## config.mk

```make
export PLATFORM = sky130hd
export DESIGN_NAME = pic_ctrl
export DESIGN_NICKNAME = d
export VERILOG_FILES = /design/src/pic_pkg.sv /design/src/pic_tick_if.sv /design/src/pic_tick.sv /design/src/pic_ctrl.sv
export SDC_FILE = /design/constraint.sdc
export NUM_CORES = 1
export LEC_CHECK = 0
export ABC_AREA = 1
export BUFFER_PORTS_ARGS = -buffer_cell sky130_fd_sc_hd__buf_2
export CAP_MARGIN = 20
export CORE_MARGIN = 4
export CORE_UTILIZATION = 45
export CTS_CLUSTER_SIZE = 25
export DETAILED_ROUTE_END_ITERATION = 8
export PLACE_DENSITY = 0.63
export SYNTH_ARGS = -nofsm -noshare
export SYNTH_HDL_FRONTEND = slang
export SYNTH_SLANG_ARGS = --single-unit
```

## constraint.sdc

```tcl
create_clock -name core_clk -period 2.8 [get_ports core_clk]
set_clock_uncertainty 0.2 [all_clocks]
set_input_delay 0.28 -clock core_clk [delete_from_list [all_inputs] [get_ports core_clk]]
set_output_delay 0.28 -clock core_clk [all_outputs]
set_load 0.01 [all_outputs]
```

## src/pic_pkg.sv

```systemverilog
// Constants, register map and types of the prioritized interrupt controller
package pic_pkg;

  localparam int unsigned CLK_PERIOD_NS = 20;
  localparam int unsigned T128_NS       = 128_000;
  localparam int unsigned T1MS_NS       = 1_024_000;
  localparam int unsigned WAKE_NS       = 1_000_000;
  localparam int unsigned BR_LONG_NS    = 256_000;

  localparam logic [15:0] T128_CYC    = 16'(T128_NS / CLK_PERIOD_NS);
  localparam logic [15:0] T1MS_CYC    = 16'(T1MS_NS / CLK_PERIOD_NS);
  localparam logic [15:0] WAKE_CYC    = 16'(WAKE_NS / CLK_PERIOD_NS);
  localparam logic [1:0]  BR_TICKS    = 2'(BR_LONG_NS / T128_NS);
  localparam logic [3:0]  CALL_CYCLES = 4'h0 + 4'(10);
  localparam logic [3:0]  JMP_CYCLES  = 4'h0 + 4'(5);

  localparam logic [15:0] VEC_RESET = 16'h0000;
  localparam logic [15:0] VEC_BASE  = 16'h0002;
  localparam logic [15:0] VEC_STEP  = 16'h0002;
  localparam int unsigned NUM_VEC   = 11;

  // Register indices; byte address is four times the index
  localparam logic [7:0] IDX_GPEN0   = 8'h04;
  localparam logic [7:0] IDX_GPEN1   = 8'h05;
  localparam logic [7:0] IDX_GPOL0   = 8'h06;
  localparam logic [7:0] IDX_GPOL1   = 8'h07;
  localparam logic [7:0] IDX_GSE     = 8'h20;
  localparam logic [7:0] IDX_EPE     = 8'h21;
  localparam logic [7:0] IDX_PEND_LO = 8'h22;
  localparam logic [7:0] IDX_PEND_HI = 8'h23;
  localparam logic [7:0] IDX_CTRL    = 8'h24;
  localparam logic [7:0] IDX_SPI     = 8'h25;
  localparam logic [7:0] IDX_STAT    = 8'h26;

  localparam logic [7:0] RST_BYTE = 8'h00;

  // Global source enable bit positions
  localparam int unsigned GSE_BUS  = 0;
  localparam int unsigned GSE_T128 = 1;
  localparam int unsigned GSE_T1MS = 2;
  localparam int unsigned GSE_SPI  = 3;
  localparam int unsigned GSE_CAPA = 4;
  localparam int unsigned GSE_CAPB = 5;
  localparam int unsigned GSE_GPIO = 6;
  localparam int unsigned GSE_WAKE = 7;

  // Pending index = vector number minus one
  localparam int unsigned P_BUS  = 0;
  localparam int unsigned P_T128 = 1;
  localparam int unsigned P_T1MS = 2;
  localparam int unsigned P_EP0  = 3;
  localparam int unsigned P_SPI  = 6;
  localparam int unsigned P_CAPA = 7;
  localparam int unsigned P_CAPB = 8;
  localparam int unsigned P_GPIO = 9;
  localparam int unsigned P_WAKE = 10;

  // Control register fields
  localparam int unsigned CTRL_MODE   = 0;
  localparam int unsigned CTRL_A_RISE = 1;
  localparam int unsigned CTRL_A_FALL = 2;
  localparam int unsigned CTRL_B_RISE = 3;
  localparam int unsigned CTRL_B_FALL = 4;

  typedef enum logic [1:0] {
    PIC_IDLE = 2'b00,
    PIC_CALL = 2'b01,
    PIC_JUMP = 2'b10
  } pic_seq_t;

endpackage : pic_pkg

```

## src/pic_tick_if.sv

```systemverilog
// Run request and tick pulse between the controller and a periodic timer
`timescale 1ns/1ps
`default_nettype none
interface pic_tick_if;
  logic run;
  logic tick;
  modport timer (input run, output tick);
  modport user  (output run, input tick);
endinterface : pic_tick_if
`default_nettype wire

```

## src/pic_tick.sv

```systemverilog
// Periodic tick generator, cleared and stopped while not running
`timescale 1ns/1ps
`default_nettype none
module pic_tick
  import pic_pkg::*;
#(
  parameter logic [15:0] PERIOD = T128_CYC
) (
  input wire logic   core_clk,
  input wire logic   rst_b,
  pic_tick_if.timer  tk
);

  typedef struct packed {
    logic [15:0] cnt;
    logic        tick;
  } pic_tick_state_t;

  pic_tick_state_t s_reg;
  pic_tick_state_t s_next;

  always_comb begin
    s_next      = s_reg;
    s_next.tick = 1'b0;
    if (!tk.run) begin
      s_next.cnt = 16'h0000;
    end else if (s_reg.cnt == PERIOD - 16'h0001) begin
      s_next.cnt  = 16'h0000;
      s_next.tick = 1'b1;
    end else begin
      s_next.cnt = s_reg.cnt + 16'h0001;
    end
  end

  always_ff @(posedge core_clk or negedge rst_b) begin
    if (!rst_b) begin
      s_reg <= '0;
    end else begin
      s_reg <= s_next;
    end
  end

  assign tk.tick = s_reg.tick;

endmodule : pic_tick
`default_nettype wire

```

## src/pic_ctrl.sv

```systemverilog
// Prioritized interrupt controller top with Avalon-MM register slave
`timescale 1ns/1ps
`default_nettype none
module pic_ctrl
  import pic_pkg::*;
#(
  parameter logic [15:0] T128_CYCLES = T128_CYC,
  parameter logic [15:0] T1MS_CYCLES = T1MS_CYC,
  parameter logic [15:0] WAKE_CYCLES = WAKE_CYC
) (
  input  wire logic        core_clk,
  input  wire logic        rst_b,
  input  wire logic [9:0]  avs_address,
  input  wire logic [3:0]  avs_byteenable,
  input  wire logic        avs_read,
  input  wire logic        avs_write,
  input  wire logic [31:0] avs_writedata,
  output logic      [31:0] avs_readdata,
  output logic             avs_waitrequest,
  input  wire logic        cpu_instr_done,
  input  wire logic        cpu_ei,
  input  wire logic        cpu_di,
  input  wire logic        cpu_reti,
  output logic             cpu_busy,
  output logic             cpu_global_ie,
  output logic             cpu_irq_pending,
  output logic      [15:0] cpu_fetch_addr,
  output logic             cpu_vector_call,
  output logic             cpu_isr_start,
  input  wire logic [15:0] gpio_pin,
  input  wire logic        cap_a_pin,
  input  wire logic        cap_b_pin,
  input  wire logic        spi_byte_done,
  input  wire logic [7:0]  spi_rx_byte,
  output logic             transfer_complete_flag,
  input  wire logic [2:0]  ep_event,
  input  wire logic        usb_dp,
  input  wire logic        usb_dm,
  input  wire logic        ps2_serial_data_line,
  output logic             usb_addr_clear
);

  typedef struct packed {
    logic [7:0]  gse;
    logic [2:0]  epe;
    logic [15:0] gpen;
    logic [15:0] gpol;
    logic [4:0]  ctrl;
    logic [10:0] pend;
    logic        gie;
    logic [15:0] gpio_prev;
    logic [15:0] gpio_hold;
    logic [1:0]  cap_prev;
    logic [1:0]  br_cnt;
    logic        br_long;
    logic        tcf;
    logic [7:0]  spi_data;
    logic        rd_ack;
    logic [31:0] rdata;
    pic_seq_t    state;
    logic [3:0]  cyc;
    logic [3:0]  svc;
    logic [15:0] fetch_addr;
    logic        call_pulse;
    logic        isr_pulse;
  } pic_state_t;

  localparam pic_state_t ST_RST = '{fetch_addr: VEC_RESET, state: PIC_IDLE, default: '0};

  pic_state_t  s_reg;
  pic_state_t  s_next;

  pic_tick_if  t128_if ();
  pic_tick_if  t1ms_if ();
  pic_tick_if  wake_if ();

  logic [7:0]  widx;
  logic [7:0]  wbyte;
  logic        wr_hit;
  logic        rd_hit;
  logic [15:0] gpio_act;
  logic [15:0] gpio_prev_act;
  logic [15:0] gpio_edge;
  logic        gpio_fire;
  logic        a_rise;
  logic        a_fall;
  logic        b_rise;
  logic        b_fall;
  logic        fire_a;
  logic        fire_b;
  logic        br_cond;
  logic [1:0]  br_cnt_n;
  logic        br_long_n;
  logic        usb_fire;
  logic        ps2_fire;
  logic [10:0] set_v;
  logic [10:0] en_v;
  logic [10:0] req_v;
  logic [10:0] clr_v;
  logic [3:0]  sel;
  logic        take;
  logic [7:0]  rbyte;

  // The 128 us and 1 ms timers always count and only their pending set is gated by enables; the wake timer runs only while GSE_WAKE is set
  assign t128_if.run = 1'b1;
  assign t1ms_if.run = 1'b1;
  assign wake_if.run = s_reg.gse[GSE_WAKE];

  pic_tick #(.PERIOD(T128_CYCLES)) u_t128 (
    .core_clk (core_clk),
    .rst_b    (rst_b),
    .tk       (t128_if)
  );

  pic_tick #(.PERIOD(T1MS_CYCLES)) u_t1ms (
    .core_clk (core_clk),
    .rst_b    (rst_b),
    .tk       (t1ms_if)
  );

  pic_tick #(.PERIOD(WAKE_CYCLES)) u_wake (
    .core_clk (core_clk),
    .rst_b    (rst_b),
    .tk       (wake_if)
  );

  always_comb begin
    s_next            = s_reg;
    s_next.call_pulse = 1'b0;
    s_next.isr_pulse  = 1'b0;

    widx   = avs_address[9:2];
    wbyte  = avs_writedata[7:0];
    wr_hit = avs_write & avs_byteenable[0] & (avs_address[1:0] == 2'b00);
    rd_hit = avs_read & ~s_reg.rd_ack & (avs_address[1:0] == 2'b00);

    // GPIO: a pin is active at its trigger level; edges only count when enabled
    gpio_act      = (s_reg.gpol & gpio_pin) | (~s_reg.gpol & ~gpio_pin);
    gpio_prev_act = (s_reg.gpol & s_reg.gpio_prev) | (~s_reg.gpol & ~s_reg.gpio_prev);
    gpio_edge     = gpio_act & ~gpio_prev_act & s_reg.gpen;
    // Held pins block every other pin; no pin outranks another
    gpio_fire = (|gpio_edge) & ~(|s_reg.gpio_hold) & s_reg.gse[GSE_GPIO];
    s_next.gpio_hold = (s_reg.gpio_hold & gpio_act & s_reg.gpen)
                     | (gpio_fire ? gpio_edge : 16'h0000);
    s_next.gpio_prev = gpio_pin;

    // Capture pins use their own edge selects, outside the GPIO path
    a_rise = cap_a_pin & ~s_reg.cap_prev[0];
    a_fall = ~cap_a_pin & s_reg.cap_prev[0];
    b_rise = cap_b_pin & ~s_reg.cap_prev[1];
    b_fall = ~cap_b_pin & s_reg.cap_prev[1];
    fire_a = (a_rise & s_reg.ctrl[CTRL_A_RISE]) | (a_fall & s_reg.ctrl[CTRL_A_FALL]);
    fire_b = (b_rise & s_reg.ctrl[CTRL_B_RISE]) | (b_fall & s_reg.ctrl[CTRL_B_FALL]);
    s_next.cap_prev = {cap_b_pin, cap_a_pin};

    // Condition counted in 128 us ticks, so it is long after 128 to 256 us
    br_cond = s_reg.ctrl[CTRL_MODE] ? ~ps2_serial_data_line : (~usb_dp & ~usb_dm);
    if (!br_cond) begin
      br_cnt_n = 2'b00;
    end else if (t128_if.tick && s_reg.br_cnt != BR_TICKS) begin
      br_cnt_n = s_reg.br_cnt + 2'b01;
    end else begin
      br_cnt_n = s_reg.br_cnt;
    end
    br_long_n      = br_cond & (br_cnt_n == BR_TICKS);
    s_next.br_cnt  = br_cnt_n;
    s_next.br_long = br_long_n;
    // USB fires when a long SE0 ends; the end is seen within one cycle, well inside 128 us
    usb_fire = ~s_reg.ctrl[CTRL_MODE] & s_reg.br_long & ~br_cond;
    ps2_fire = s_reg.ctrl[CTRL_MODE] & br_long_n & ~s_reg.br_long;

    set_v          = '0;
    set_v[P_BUS]   = usb_fire | ps2_fire;
    set_v[P_T128]  = t128_if.tick & s_reg.gse[GSE_T128];
    set_v[P_T1MS]  = t1ms_if.tick & s_reg.gse[GSE_T1MS];
    set_v[5:3]     = ep_event;
    set_v[P_SPI]   = spi_byte_done;
    set_v[P_CAPA]  = fire_a;
    set_v[P_CAPB]  = fire_b;
    set_v[P_GPIO]  = gpio_fire;
    set_v[P_WAKE]  = wake_if.tick;

    en_v = {s_reg.gse[GSE_WAKE], s_reg.gse[GSE_GPIO], s_reg.gse[GSE_CAPB],
            s_reg.gse[GSE_CAPA], s_reg.gse[GSE_SPI], s_reg.epe,
            s_reg.gse[GSE_T1MS], s_reg.gse[GSE_T128], s_reg.gse[GSE_BUS]};
    req_v = s_reg.pend & en_v;

    // Downward scan leaves the lowest requesting vector selected
    sel = 4'h0;
    for (int i = NUM_VEC - 1; i >= 0; i--) begin
      if (req_v[i]) begin
        sel = 4'(i);
      end
    end
    take  = cpu_instr_done & s_reg.gie & (s_reg.state == PIC_IDLE) & (|req_v);
    clr_v = take ? (11'h001 << sel) : 11'h000;
    // A new event in the acknowledge cycle stays pending
    s_next.pend = set_v | (s_reg.pend & ~clr_v);

    if (take) begin
      s_next.gie = 1'b0;
    end else if (cpu_di) begin
      s_next.gie = 1'b0;
    end else if (cpu_ei || cpu_reti) begin
      s_next.gie = 1'b1;
    end

    unique case (s_reg.state)
      PIC_IDLE: begin
        if (take) begin
          s_next.state = PIC_CALL;
          s_next.cyc   = CALL_CYCLES - 4'h1;
          s_next.svc   = sel;
        end
      end
      PIC_CALL: begin
        if (s_reg.cyc == 4'h0) begin
          s_next.state      = PIC_JUMP;
          s_next.cyc        = JMP_CYCLES - 4'h1;
          s_next.fetch_addr = VEC_BASE + VEC_STEP * {12'h000, s_reg.svc};
          s_next.call_pulse = 1'b1;
        end else begin
          s_next.cyc = s_reg.cyc - 4'h1;
        end
      end
      PIC_JUMP: begin
        if (s_reg.cyc == 4'h0) begin
          s_next.state     = PIC_IDLE;
          s_next.isr_pulse = 1'b1;
        end else begin
          s_next.cyc = s_reg.cyc - 4'h1;
        end
      end
      default: begin
        s_next.state = PIC_IDLE;
      end
    endcase

    if (spi_byte_done) begin
      s_next.spi_data = spi_rx_byte;
      s_next.tcf      = 1'b1;
    end else if (rd_hit && widx == IDX_SPI) begin
      s_next.tcf = 1'b0;
    end

    if (wr_hit) begin
      unique case (widx)
        IDX_GPEN0: s_next.gpen[7:0]  = wbyte;
        IDX_GPEN1: s_next.gpen[15:8] = wbyte;
        IDX_GPOL0: s_next.gpol[7:0]  = wbyte;
        IDX_GPOL1: s_next.gpol[15:8] = wbyte;
        IDX_GSE:   s_next.gse        = wbyte;
        IDX_EPE:   s_next.epe        = wbyte[2:0];
        IDX_CTRL:  s_next.ctrl       = wbyte[4:0];
        default: begin
        end
      endcase
    end

    unique case (widx)
      IDX_GSE:     rbyte = s_reg.gse;
      IDX_EPE:     rbyte = {5'h00, s_reg.epe};
      IDX_PEND_LO: rbyte = s_reg.pend[7:0];
      IDX_PEND_HI: rbyte = {5'h00, s_reg.pend[10:8]};
      IDX_CTRL:    rbyte = {3'h0, s_reg.ctrl};
      IDX_SPI:     rbyte = s_reg.spi_data;
      IDX_STAT:    rbyte = {4'h0, |req_v, s_reg.br_long, s_reg.gie, s_reg.tcf};
      default:     rbyte = RST_BYTE;
    endcase
    s_next.rd_ack = avs_read & ~s_reg.rd_ack;
    if (avs_read && !s_reg.rd_ack) begin
      s_next.rdata = {24'h00_0000, (avs_address[1:0] == 2'b00) ? rbyte : RST_BYTE};
    end
  end

  always_ff @(posedge core_clk or negedge rst_b) begin
    if (!rst_b) begin
      s_reg <= ST_RST;
    end else begin
      s_reg <= s_next;
    end
  end

  assign avs_readdata           = s_reg.rdata;
  assign avs_waitrequest        = avs_read & ~s_reg.rd_ack;
  assign cpu_busy               = (s_reg.state != PIC_IDLE);
  assign cpu_global_ie          = s_reg.gie;
  assign cpu_irq_pending        = |req_v;
  assign cpu_fetch_addr         = s_reg.fetch_addr;
  assign cpu_vector_call        = s_reg.call_pulse;
  assign cpu_isr_start          = s_reg.isr_pulse;
  assign transfer_complete_flag = s_reg.tcf;
  assign usb_addr_clear         = s_reg.br_long;
endmodule : pic_ctrl
`default_nettype wire

```

### Word-level counts from Yosys, hierarchy flattened

Index checks and enable logic that the tools add are counted.

| operators by class | value |
|---|---|
| equal/unequal tests | 22 |
| divide/modulo/power cells | 0 |
| $add $sub $neg | 6 |
| bitwise gates (word level) | 59 |
| multiplexer cells | 42 |
| multipliers | 0 |
| reduce and logical (&&, ||, !) cells | 26 |
| $lt $le $gt $ge | 0 |
| shift operators | 1 |

Operators with widths:

| kind | number |
|---|---|
| AND 16 bit | 8 |
| two-way mux 16 bit | 5 |
| NOT 16 bit | 4 |
| equality test 8 x 6 -> 1 bit (second input constant) | 7 |
| one-hot mux 8 bit (7 select lines) | 1 |
| two-way mux 4 bit | 13 |
| adder 16 x 1 -> 16 bit (second input constant) | 3 |
| bitwise OR 16 bit | 3 |
| equality test 16 bit (second input constant) | 2 |
| equality test 8 x 3 -> 1 bit (second input constant) | 4 |
| OR reduction 16 bit | 2 |
| AND 1 bit | 25 |
| AND 11 bit | 2 |
| AND reduction 2 bit | 9 |
| equality test 16 x 13 -> 1 bit (second input constant) | 1 |
| two-way mux 1 bit | 14 |
| NOT 1 bit | 12 |
| one-hot mux 4 bit (3 select lines) | 1 |
| two-way mux 11 bit | 1 |
| NOT 11 bit | 1 |
| bitwise OR 11 bit | 1 |
| OR reduction 11 bit | 1 |
| << shifter 1 x 4 -> 11 bit (first input constant) | 1 |
| two-way mux 10 bit | 1 |
| other kinds (18) | 34 |

| storage, ports and cells | value |
|---|---|
| flip-flop bits (word level) | 184 |
| memory bits (read-only) | 0 |
| latch bits | 0 |
| word-level logic and storage cells | 186 |
| memory bits (writable) | 0 |
| memories kept | 0 |
| output and inout port bits | 56 |

### Logic depth before layout (Yosys ltp)

Gate-level depths: netlist (run 1).

| logic depth | value |
|---|---|
| depth in word-level cells | 17 |
| mapped depth | 14 |

### By module

Synthesis (run 1) repeated with hierarchy kept, for this count alone.

| unflattened totals | value |
|---|---|
| cell total of the unflattened synthesis | 1081 |
| area, all modules | 9228.9 µm² |

By module, submodules not included:

| module | cells each | area each (µm²) | sequential area each (µm²) | times used |
|---|---|---|---|---|
| pic_ctrl | 726 | 6447.4 | 3303.2 | 1 |
| pic_tick at u_t1ms | 112 | 933.4 | 425.4 | 1 |
| pic_tick at u_wake | 122 | 929.6 | 425.4 | 1 |
| pic_tick at u_t128 | 121 | 918.4 | 425.4 | 1 |

### Least setup slack after synthesis (run 1)

OpenSTA, ideal clock, no wires.

| timing path | value |
|---|---|
| path type | flip-flop to flip-flop |
| start point | register u_wake.s_reg[1] in the netlist's numbering |
| end point | register u_wake.s_reg[15] in the netlist's numbering |
| slack | 1061 ps |
| path buffers | 0 |
| period minus slack after synthesis | 1739 ps |
| arrival time | 1417 ps |
| cell stages (with the launch flop) | 11 |
| path through | dfrtp_1 > ha_1 > nand3_2 > nor3_4 > nand2_2 > nor2_2 > nand2_2 > nor2_4 > nand2_2 > nor3_1 > nor2_1 |

RTL lines:

| item | RTL line | RTL |
|---|---|---|
| start, declared | pic_tick.sv:19 | `pic_tick_state_t s_reg;` |
| start signal, assigned | pic_tick.sv:39 | `s_reg <= s_next;` |

### Worst setup path in the final report (run 1)

| timing path | value |
|---|---|
| start point | register s_reg, in the netlist en_v[7] |
| end point | register s_reg, in the netlist cpu_global_ie |

| between the ends | value |
|---|---|
| longest elaborated chain between the ends | 4 |
| elaborated cells on any way between the ends | 5 |
| those cells by class | mux: 1; bitwise: 2; reduce/logical: 2 |

Ends and longest elaborated chain:

| item | RTL line | RTL |
|---|---|---|
| start, declared | pic_ctrl.sv:70 | `pic_state_t s_reg;` |
| start signal, assigned | pic_ctrl.sv:280 | `s_reg <= s_next;` |
| AND 11 bit (*) | pic_ctrl.sv:186 | `req_v = s_reg.pend & en_v;` |
| OR reduction 11 bit (*) | pic_ctrl.sv:195 | `take = cpu_instr_done & s_reg.gie & (s_reg.state == PIC_IDLE) & (\|req_v);` |
| AND 1 bit (*) | pic_ctrl.sv:195 |  |
| nonzero test 3 bit (no source line) / two-way mux 1 bit (equally long branches) | - |  |

Mark *: on every way between the ends. The rest lies on a longest branch, timed or not.
A chain may end at the register's enable or synchronous reset.

==> summary.md, run 1 <==
| Metric | Value |
|---|---|
| Global route total overflow | 0 |
| Antenna violations before repair | 0 |
| Relative slew slack | 51.1% |
| Die Width | 147 um |
| Most numerous cell types in the synthesized netlist | nand2_1 (203), dfrtp_1 (183), o21ai_0 (124) |
| Number of register bits inferred by synthesis | 183 |
| Final setup TNS | 0 ns |
| Path type of the worst setup path | reg -> reg |
| Outcome | finished, final reports clean |
| Diode insertion count for antenna repair | 0 |
| Actual slew at the worst max-slew pin | 0.733 ns |
| Post-CTS Setup Inserts | 0 |
| HPWL after detailed placement | 14100 um |
| Final worst path period need | 2.22 ns |
| Synthesis Warnings | 0 |
| Post-placement setup slack | 0.726 ns |
| Part of the cycle the worst path needs | 79.4% |
| Unrepaired setup endpoints after global routing | no |
| Global-route wire length before repair | 32000 um |
| Buffer cell driving the clock tree root | clkbuf_16 |
| Initial standard-cell utilization of the core | 46.1% |
| Area Growth Syn to Fin | 17.2% |
| Depth of the CTS H-tree | 4 |
| Number of fill cells in the layout | 1725 |
| Max reg flops | 103 |
| Placed cell count | 1308 |
| Area of the mapped netlist | 0.00868 sq mm |
| Gpl congestion | 0.875 |
| DR iter-0 viols | 418 |
| Io pins | 143 |
| Critical path capture point type | flip-flop |
| Type of the most critical hold path | in -> reg |
| Routed WL | 19200 um |
| Pre-Repair DR Iteration Count | 7 |
| Achievable Freq | 0.450 GHz |
| Power per Cell Area | 532 mW/mm^2 |
| # Max-Cap Violations | 0 |
| Via density per instance | 4.84 |
| Detailed-route wire length per cell | 13.9 um |
| Leakage power | 4.86 nW |
| Critical path arrival | 2.39 ns |
| Antenna Violating Nets Remaining | 0 |
| Sequential share of the synthesized area | 52.7% |
| Most frequently used cell type in the post-synthesis netlist | nand2_1 |
| Total core area | 0.0188 sq mm |
| Standard-cell rows | 50 |
| Via Count | 6653 |
| Count of unresolved DRC violations after routing | 0 |
| Synth Area per Inst | 8.83 sq um |
| Maximum number of pins on one net before global-route repair | 79 |
| TritonCTS clock tree | done |
| Library cell with the largest summed area after synthesis | dfrtp_1 |
| CP Launch Type | flip-flop |
| Post-CTS clock slew at the launch and capture registers of the worst setup and hold paths | 0.07 ns |
| Number of distinct standard cells referenced by the synthesized netlist | 45 |
| Cells taking the most area after synthesis | dfrtp_1 (53%), nand2_1 (8.8%), o21ai_0 (7.1%), inv_1 (4.5%), buf_4 (4.1%) |
| DIE HEIGHT | 147 um |
| Final-report max-slew violation count | 0 |
| Final Worst Setup Slack | 0.576 ns |
| Number of endpoints with negative hold slack in the final report | 0 |
| Fraction of post-synthesis cell area in the top cell type by area | 52.7% |
| Number of port buffers | 80 |
| Number of endpoints failing setup at the final stage | 0 |
| Async set-reset flop share out of synthesis | 100% |
| Number of clock sinks | 183 |
| Source-to-sink clock delay at the later pin of the worst-skew pair | 0.43 ns |
| Total track usage | 18.3% |
| Count of mapped cells out of synthesis | 983 |
| Total clock buffers created by CTS | 17 |
| Via count of the first global-routing pass | 6470 |
| Layout cell share with drive strength beyond 1 | 13.9% |
| Maximum resistive drop on vdd | 0.000406 V |
| Number of non-filler instances in the completed layout | 1376 |
| EDFF count, synth | 0 |
| Synth Flop Type | dfrtp_1 |
| Maximum buffer depth of the clock tree | 2 |
| Area of the die | 0.0216 sq mm |
| Maximum fanout along the worst path | 10 |
| Required @ worst endpoint | 2.96 ns |
| Net count, final | 1200 |
[final cells by class]
| class | instances | area [sq um] | area share, % |
|---|---|---|---|
| clock buffers | 20 | 457 | 4.49 |
| clock inverters | 12 | 126 | 1.24 |
| inverters | 107 | 402 | 3.95 |
| multi-input cells | 672 | 3440 | 33.8 |
| flip-flops and latches | 183 | 4580 | 45.0 |
| well taps | 260 | 325 | 3.20 |
| repair buffers | 122 | 850 | 8.35 |
[final timing paths]
check,start,to,slack [ns],depth (start not counted)
setup / recovery,en_v[7],cpu_global_ie,0.58,8
hold / removal,spi_byte_done,s_reg[68],0.02,3
setup reg to reg,en_v[7],cpu_global_ie,0.58,8
hold reg to reg,s_reg[60],s_reg[60],0.24,1
max in group asynchronous,rst_b,u_wake.s_reg[13],1.45,3
min in group asynchronous,rst_b,avs_readdata[7],0.29,2
[stage by stage]
step	hold WS, ns	util [%]	cell area (sq um)	power, mW
CTS	0.000468	54.0	10200	5.48
detailed placement	0.173	49.0	9230	3.07
floorplan	-0.216	-	8810	2.94
global placement	0.180	49.0	9230	3.07
global route	0.0341	54.0	10200	5.65
finish	0.0241	54.0	10200	5.41
[where the power goes]
group | total [mW] | switching (mW) | internal, mW
Sequential | 2.72 | 0.0266 | 2.69
Combinational | 0.341 | 0.216 | 0.125
Clock | 2.35 | 0.994 | 1.36
[cells in the final DEF (no fill, tap or decap), drive strengths merged, types with 35 or more instances in the layout]
| cell type | netlist | final |
|---|---|---|
| a21oi | 35 | 35 |
| buf | 49 | 86 |
| conb | 1 | 35 |
| dfrtp | 183 | 183 |
| dlygate4sd3 | 0 | 36 |
| inv | 106 | 107 |
| nand2 | 211 | 211 |
| nand3 | 53 | 53 |
| nor2 | 81 | 81 |
| o21ai | 127 | 127 |
[cell families after synthesis]
logic type / count (synthesis) / synth area share (%)
DFF: 183 / 52.7
xor gates and xnor gates: 42 / 4.24
and+or+nand+nor: 397 / 20.8
AOI/OAI and AO/OA: 188 / 11.5
buffers and inverters: 162 / 9.18
other: 1 / 0.0432
adders and majority gates: 10 / 1.44
[critical path, stage by stage, from the launching register on]
cell and delay, ns:
dfrtp_1 0.42, nand2_1 0.10, nand2_1 0.07, nor2_1 0.22, nand3_2 0.20, nand2_4 0.16
inv_1 0.09, nor3_1 0.14, dlygate4sd3_1 0.57
[routing by layer]
metal / wire (um) / up-vias / track usage, %
li1: - / 3370 / -
met1: 8840 / 3130 / 24.5
met2: 9260 / 137 / 30.5
met3: 805 / 16 / 4.16
met4: 254 / 0 / 4.47
met5: 0 / - / 0
[repair_timing]
action	CTS	global route
hold buffers	36	0
resized for setup	0	0
endpoints found under the hold margin	110	0
Note: power is estimated with default switching activity, not from simulation.
==> inputs of run 2 (changes only) <==
--- a/config.mk
+++ b/config.mk
@@ -12,7 +12,7 @@
 export CORE_UTILIZATION = 45
 export CTS_CLUSTER_SIZE = 25
 export DETAILED_ROUTE_END_ITERATION = 8
-export PLACE_DENSITY = 0.63
+export PLACE_DENSITY = 0.66
 export SYNTH_ARGS = -nofsm -noshare
 export SYNTH_HDL_FRONTEND = slang
 export SYNTH_SLANG_ARGS = --single-unit
==> constraint.sdc (replaced) <==
create_clock -name core_clk -period 1.9 [get_ports core_clk]
set_clock_uncertainty 0.2 [all_clocks]
set_input_delay 0.19 -clock core_clk [delete_from_list [all_inputs] [get_ports core_clk]]
set_output_delay 0.19 -clock core_clk [all_outputs]
set_load 0.01 [all_outputs]
==> run 2 against run 1 <==
Net effect: the run now ends with negative setup slack left; cell count increased by 4.9%; routed wire length rose by 6.9%; worst hold slack got worse by 0.021 ns; sequential power increased by 47%; worst setup slack got worse by 0.58 ns; sequential share of layout area decreased by 3.3 points; combinational power is 67% higher; critical path type unchanged; first-iteration DRC count grew 15%; critical path depth grew 4; clock-buffer cell count unchanged; flip-flop and latch count is the same; register-to-register slack lost 0.58 ns.
==> summary.md, run 2 (synthesis gave the netlist of run 1 again) <==
| Metric | Value |
|---|---|
| Maximum number of pins on one net before global-route repair | 49 |
| Detailed-route wire length per cell | 14.2 um |
| Count of unresolved DRC violations after routing | 0 |
| Share of total power consumed by net switching | 23.4% |
| Maximum fanout along the worst path | 4 |
| Buffer cell driving the clock tree root | clkbuf_16 |
| Total clock buffers created by CTS | 17 |
| Critical path capture point type | flip-flop |
| Number of endpoints with negative hold slack in the final report | 0 |
| Routed WL | 20500 um |
| Via count of the first global-routing pass | 6816 |
| Number of endpoints failing setup at the final stage | 1 |
| Number of non-filler instances in the completed layout | 1443 |
| Leading cell types in the layout, fill and taps excluded | nand2_1 (188), dfrtp_1 (182), o21ai_0 (117), inv_1 (100), buf_2 (78) |
| CP Launch Type | flip-flop |
| Part of the cycle the worst path needs | 100% |
| Antenna violations before repair | 1 |
| Standard-cell rows | 50 |
| Required @ worst endpoint | 2.03 ns |
| Post-placement setup slack | -0.0141 ns |
| Final setup TNS | -0.00506 ns |
| Fraction of power consumed by the clock network | 44.9% |
| Biggest cell delay along the critical path | 0.41 ns |
| Area of the die | 0.0216 sq mm |
| Violations in the final reports | negative setup slack |
| Max reg flops | 103 |
| Worst hold slack | 0.00316 ns |
| List of cells traversed by the critical path | buf_6 > nand3_2 > nor3_4 > nand2_1 > nor2_2 > nand2_2 > nor2_2 > nand2_2 > nor2_4 > nand3_1 > nand2_1 > nor2_1 |
| Final Worst Setup Slack | -0.00506 ns |
| Area Growth Syn to Fin | 26.5% |
| Pre-Repair DR Iteration Count | 7 |
| Io pins | 143 |
| Final worst path period need | 1.91 ns |
| Core utilization of the finished layout | 58.3% |
| Initial standard-cell utilization of the core | 46.1% |
| Gpl congestion | 0.871 |
| Post-CTS clock slew at the launch and capture registers of the worst setup and hold paths | 0.07 ns |
| Path type of the worst setup path | reg -> reg |
| Type of the most critical hold path | in -> reg |
| Number of fill cells in the layout | 1671 |
| Relative contribution of sequential cells to total power | 48.2% |
| Total track usage | 19.3% |
| Critical path arrival | 2.03 ns |
| Number of port buffers | 80 |
| Global route total overflow | 0 |
| Via Count | 7042 |
| Achievable Freq | 0.525 GHz |
| Unrepaired setup endpoints after global routing | yes |
| TritonCTS clock tree | done |
| DR iter-0 viols | 481 |
| Leading cell type in the layout, fill and taps excluded | nand2_1 |
| HPWL after detailed placement | 14600 um |
| Diode insertion count for antenna repair | 0 |
| Depth of the CTS H-tree | 4 |
| Maximum buffer depth of the clock tree | 2 |
| Leakage power | 5.27 nW |
| Placed cell count | 1341 |
| Number of clock sinks | 183 |
| Via density per instance | 4.88 |
| Outcome | finished with violations |
| DIE HEIGHT | 147 um |
| Reported net switching power | 1.94 mW |
| Total core area | 0.0188 sq mm |
| Maximum resistive drop on vdd | 0.000627 V |
| Power per Cell Area | 755 mW/mm^2 |
| Final-report max-slew violation count | 0 |
| # Max-Cap Violations | 0 |
| Comb pwr share | 6.9% |
| Die Width | 147 um |
| Net count, final | 1267 |
| Cell at the slowest stage of the critical path | dfrtp_1 |
| Source-to-sink clock delay at the later pin of the worst-skew pair | 0.43 ns |
| Layout cell share with drive strength beyond 1 | 20.9% |
| Antenna Violating Nets Remaining | 0 |
| Internal | 6.35 mW |
| Global-route wire length before repair | 33600 um |
==> run 2: final timing paths <==
kind	end	depth (start not counted)	slack [ns]	from
worst min-delay path	s_reg[71]	3	0.003	usb_dm
worst min register to register	s_reg[60]	1	0.24	s_reg[60]
worst max-delay path	u_wake.s_reg[16]	12	-0.005	u_wake.s_reg[1]
min in group asynchronous	u_t128.s_reg[11]	2	0.02	rst_b
max in group asynchronous	s_reg[80]	3	0.88	rst_b
worst max register to register	u_wake.s_reg[16]	12	-0.005	u_wake.s_reg[1]
==> run 2: routing by layer <==
metal | GRT usage (%) | part of all wire [%] | vias to the layer above
met2 | 31.6 | 48 | 172
li1 | - | - | 3513
met5 | 0 | 0.063 | -
met1 | 26.0 | 45 | 3336
met3 | 4.50 | 5.2 | 19
met4 | 5.08 | 1.3 | 2
==> run 2: critical path: cells and delay by family (launching register included) <==
kind / cells / cell delay (ns)
buffers and inverters: 1 / 0.12
AND/OR/NAND/NOR: 11 / 1.06
flip-flops: 1 / 0.41
==> run 2: cell type report <==
type                       instances  area [sq um]  share of cell area, %
tap                              260           325                   2.96
clock inverter                    12           163                   1.48
inverter                         107           402                   3.66
timing repair buffer             189          1410                   12.8
sequential                       183          4580                   41.7
multi-input combinational        672          3650                   33.2
clock buffer                      20           457                   4.16
==> run 2: timing repair <==
item | in CTS | in global routing
gates resized for setup | 7 | 58
setup buffers | 2 | 14
hold endpoints to repair | 262 | 0
endpoints found under the setup margin | 3 | 54
pin swaps | 2 | 18
hold buffers | 54 | 0
==> run 2: through the flow <==
stage	cell area [sq um]	power [mW]
after floorplan	8810	4.33
after CTS	10700	8.35
after detailed placement	9480	4.54
after global placement	9480	4.53
final	11000	8.29
after global routing	11000	8.60
==> run 2: power by group through the flow <==
stage          Combinational [mW]  Clock, mW  Sequential [mW]
2_1_floorplan               0.262          0             4.07
3_5_place_dp                0.470          0             4.07
3_3_place_gp                0.461          0             4.07
4_1_cts                     0.562       3.79             4.00
5_1_grt                     0.645       3.94             4.01
6_report                    0.570       3.72             4.00
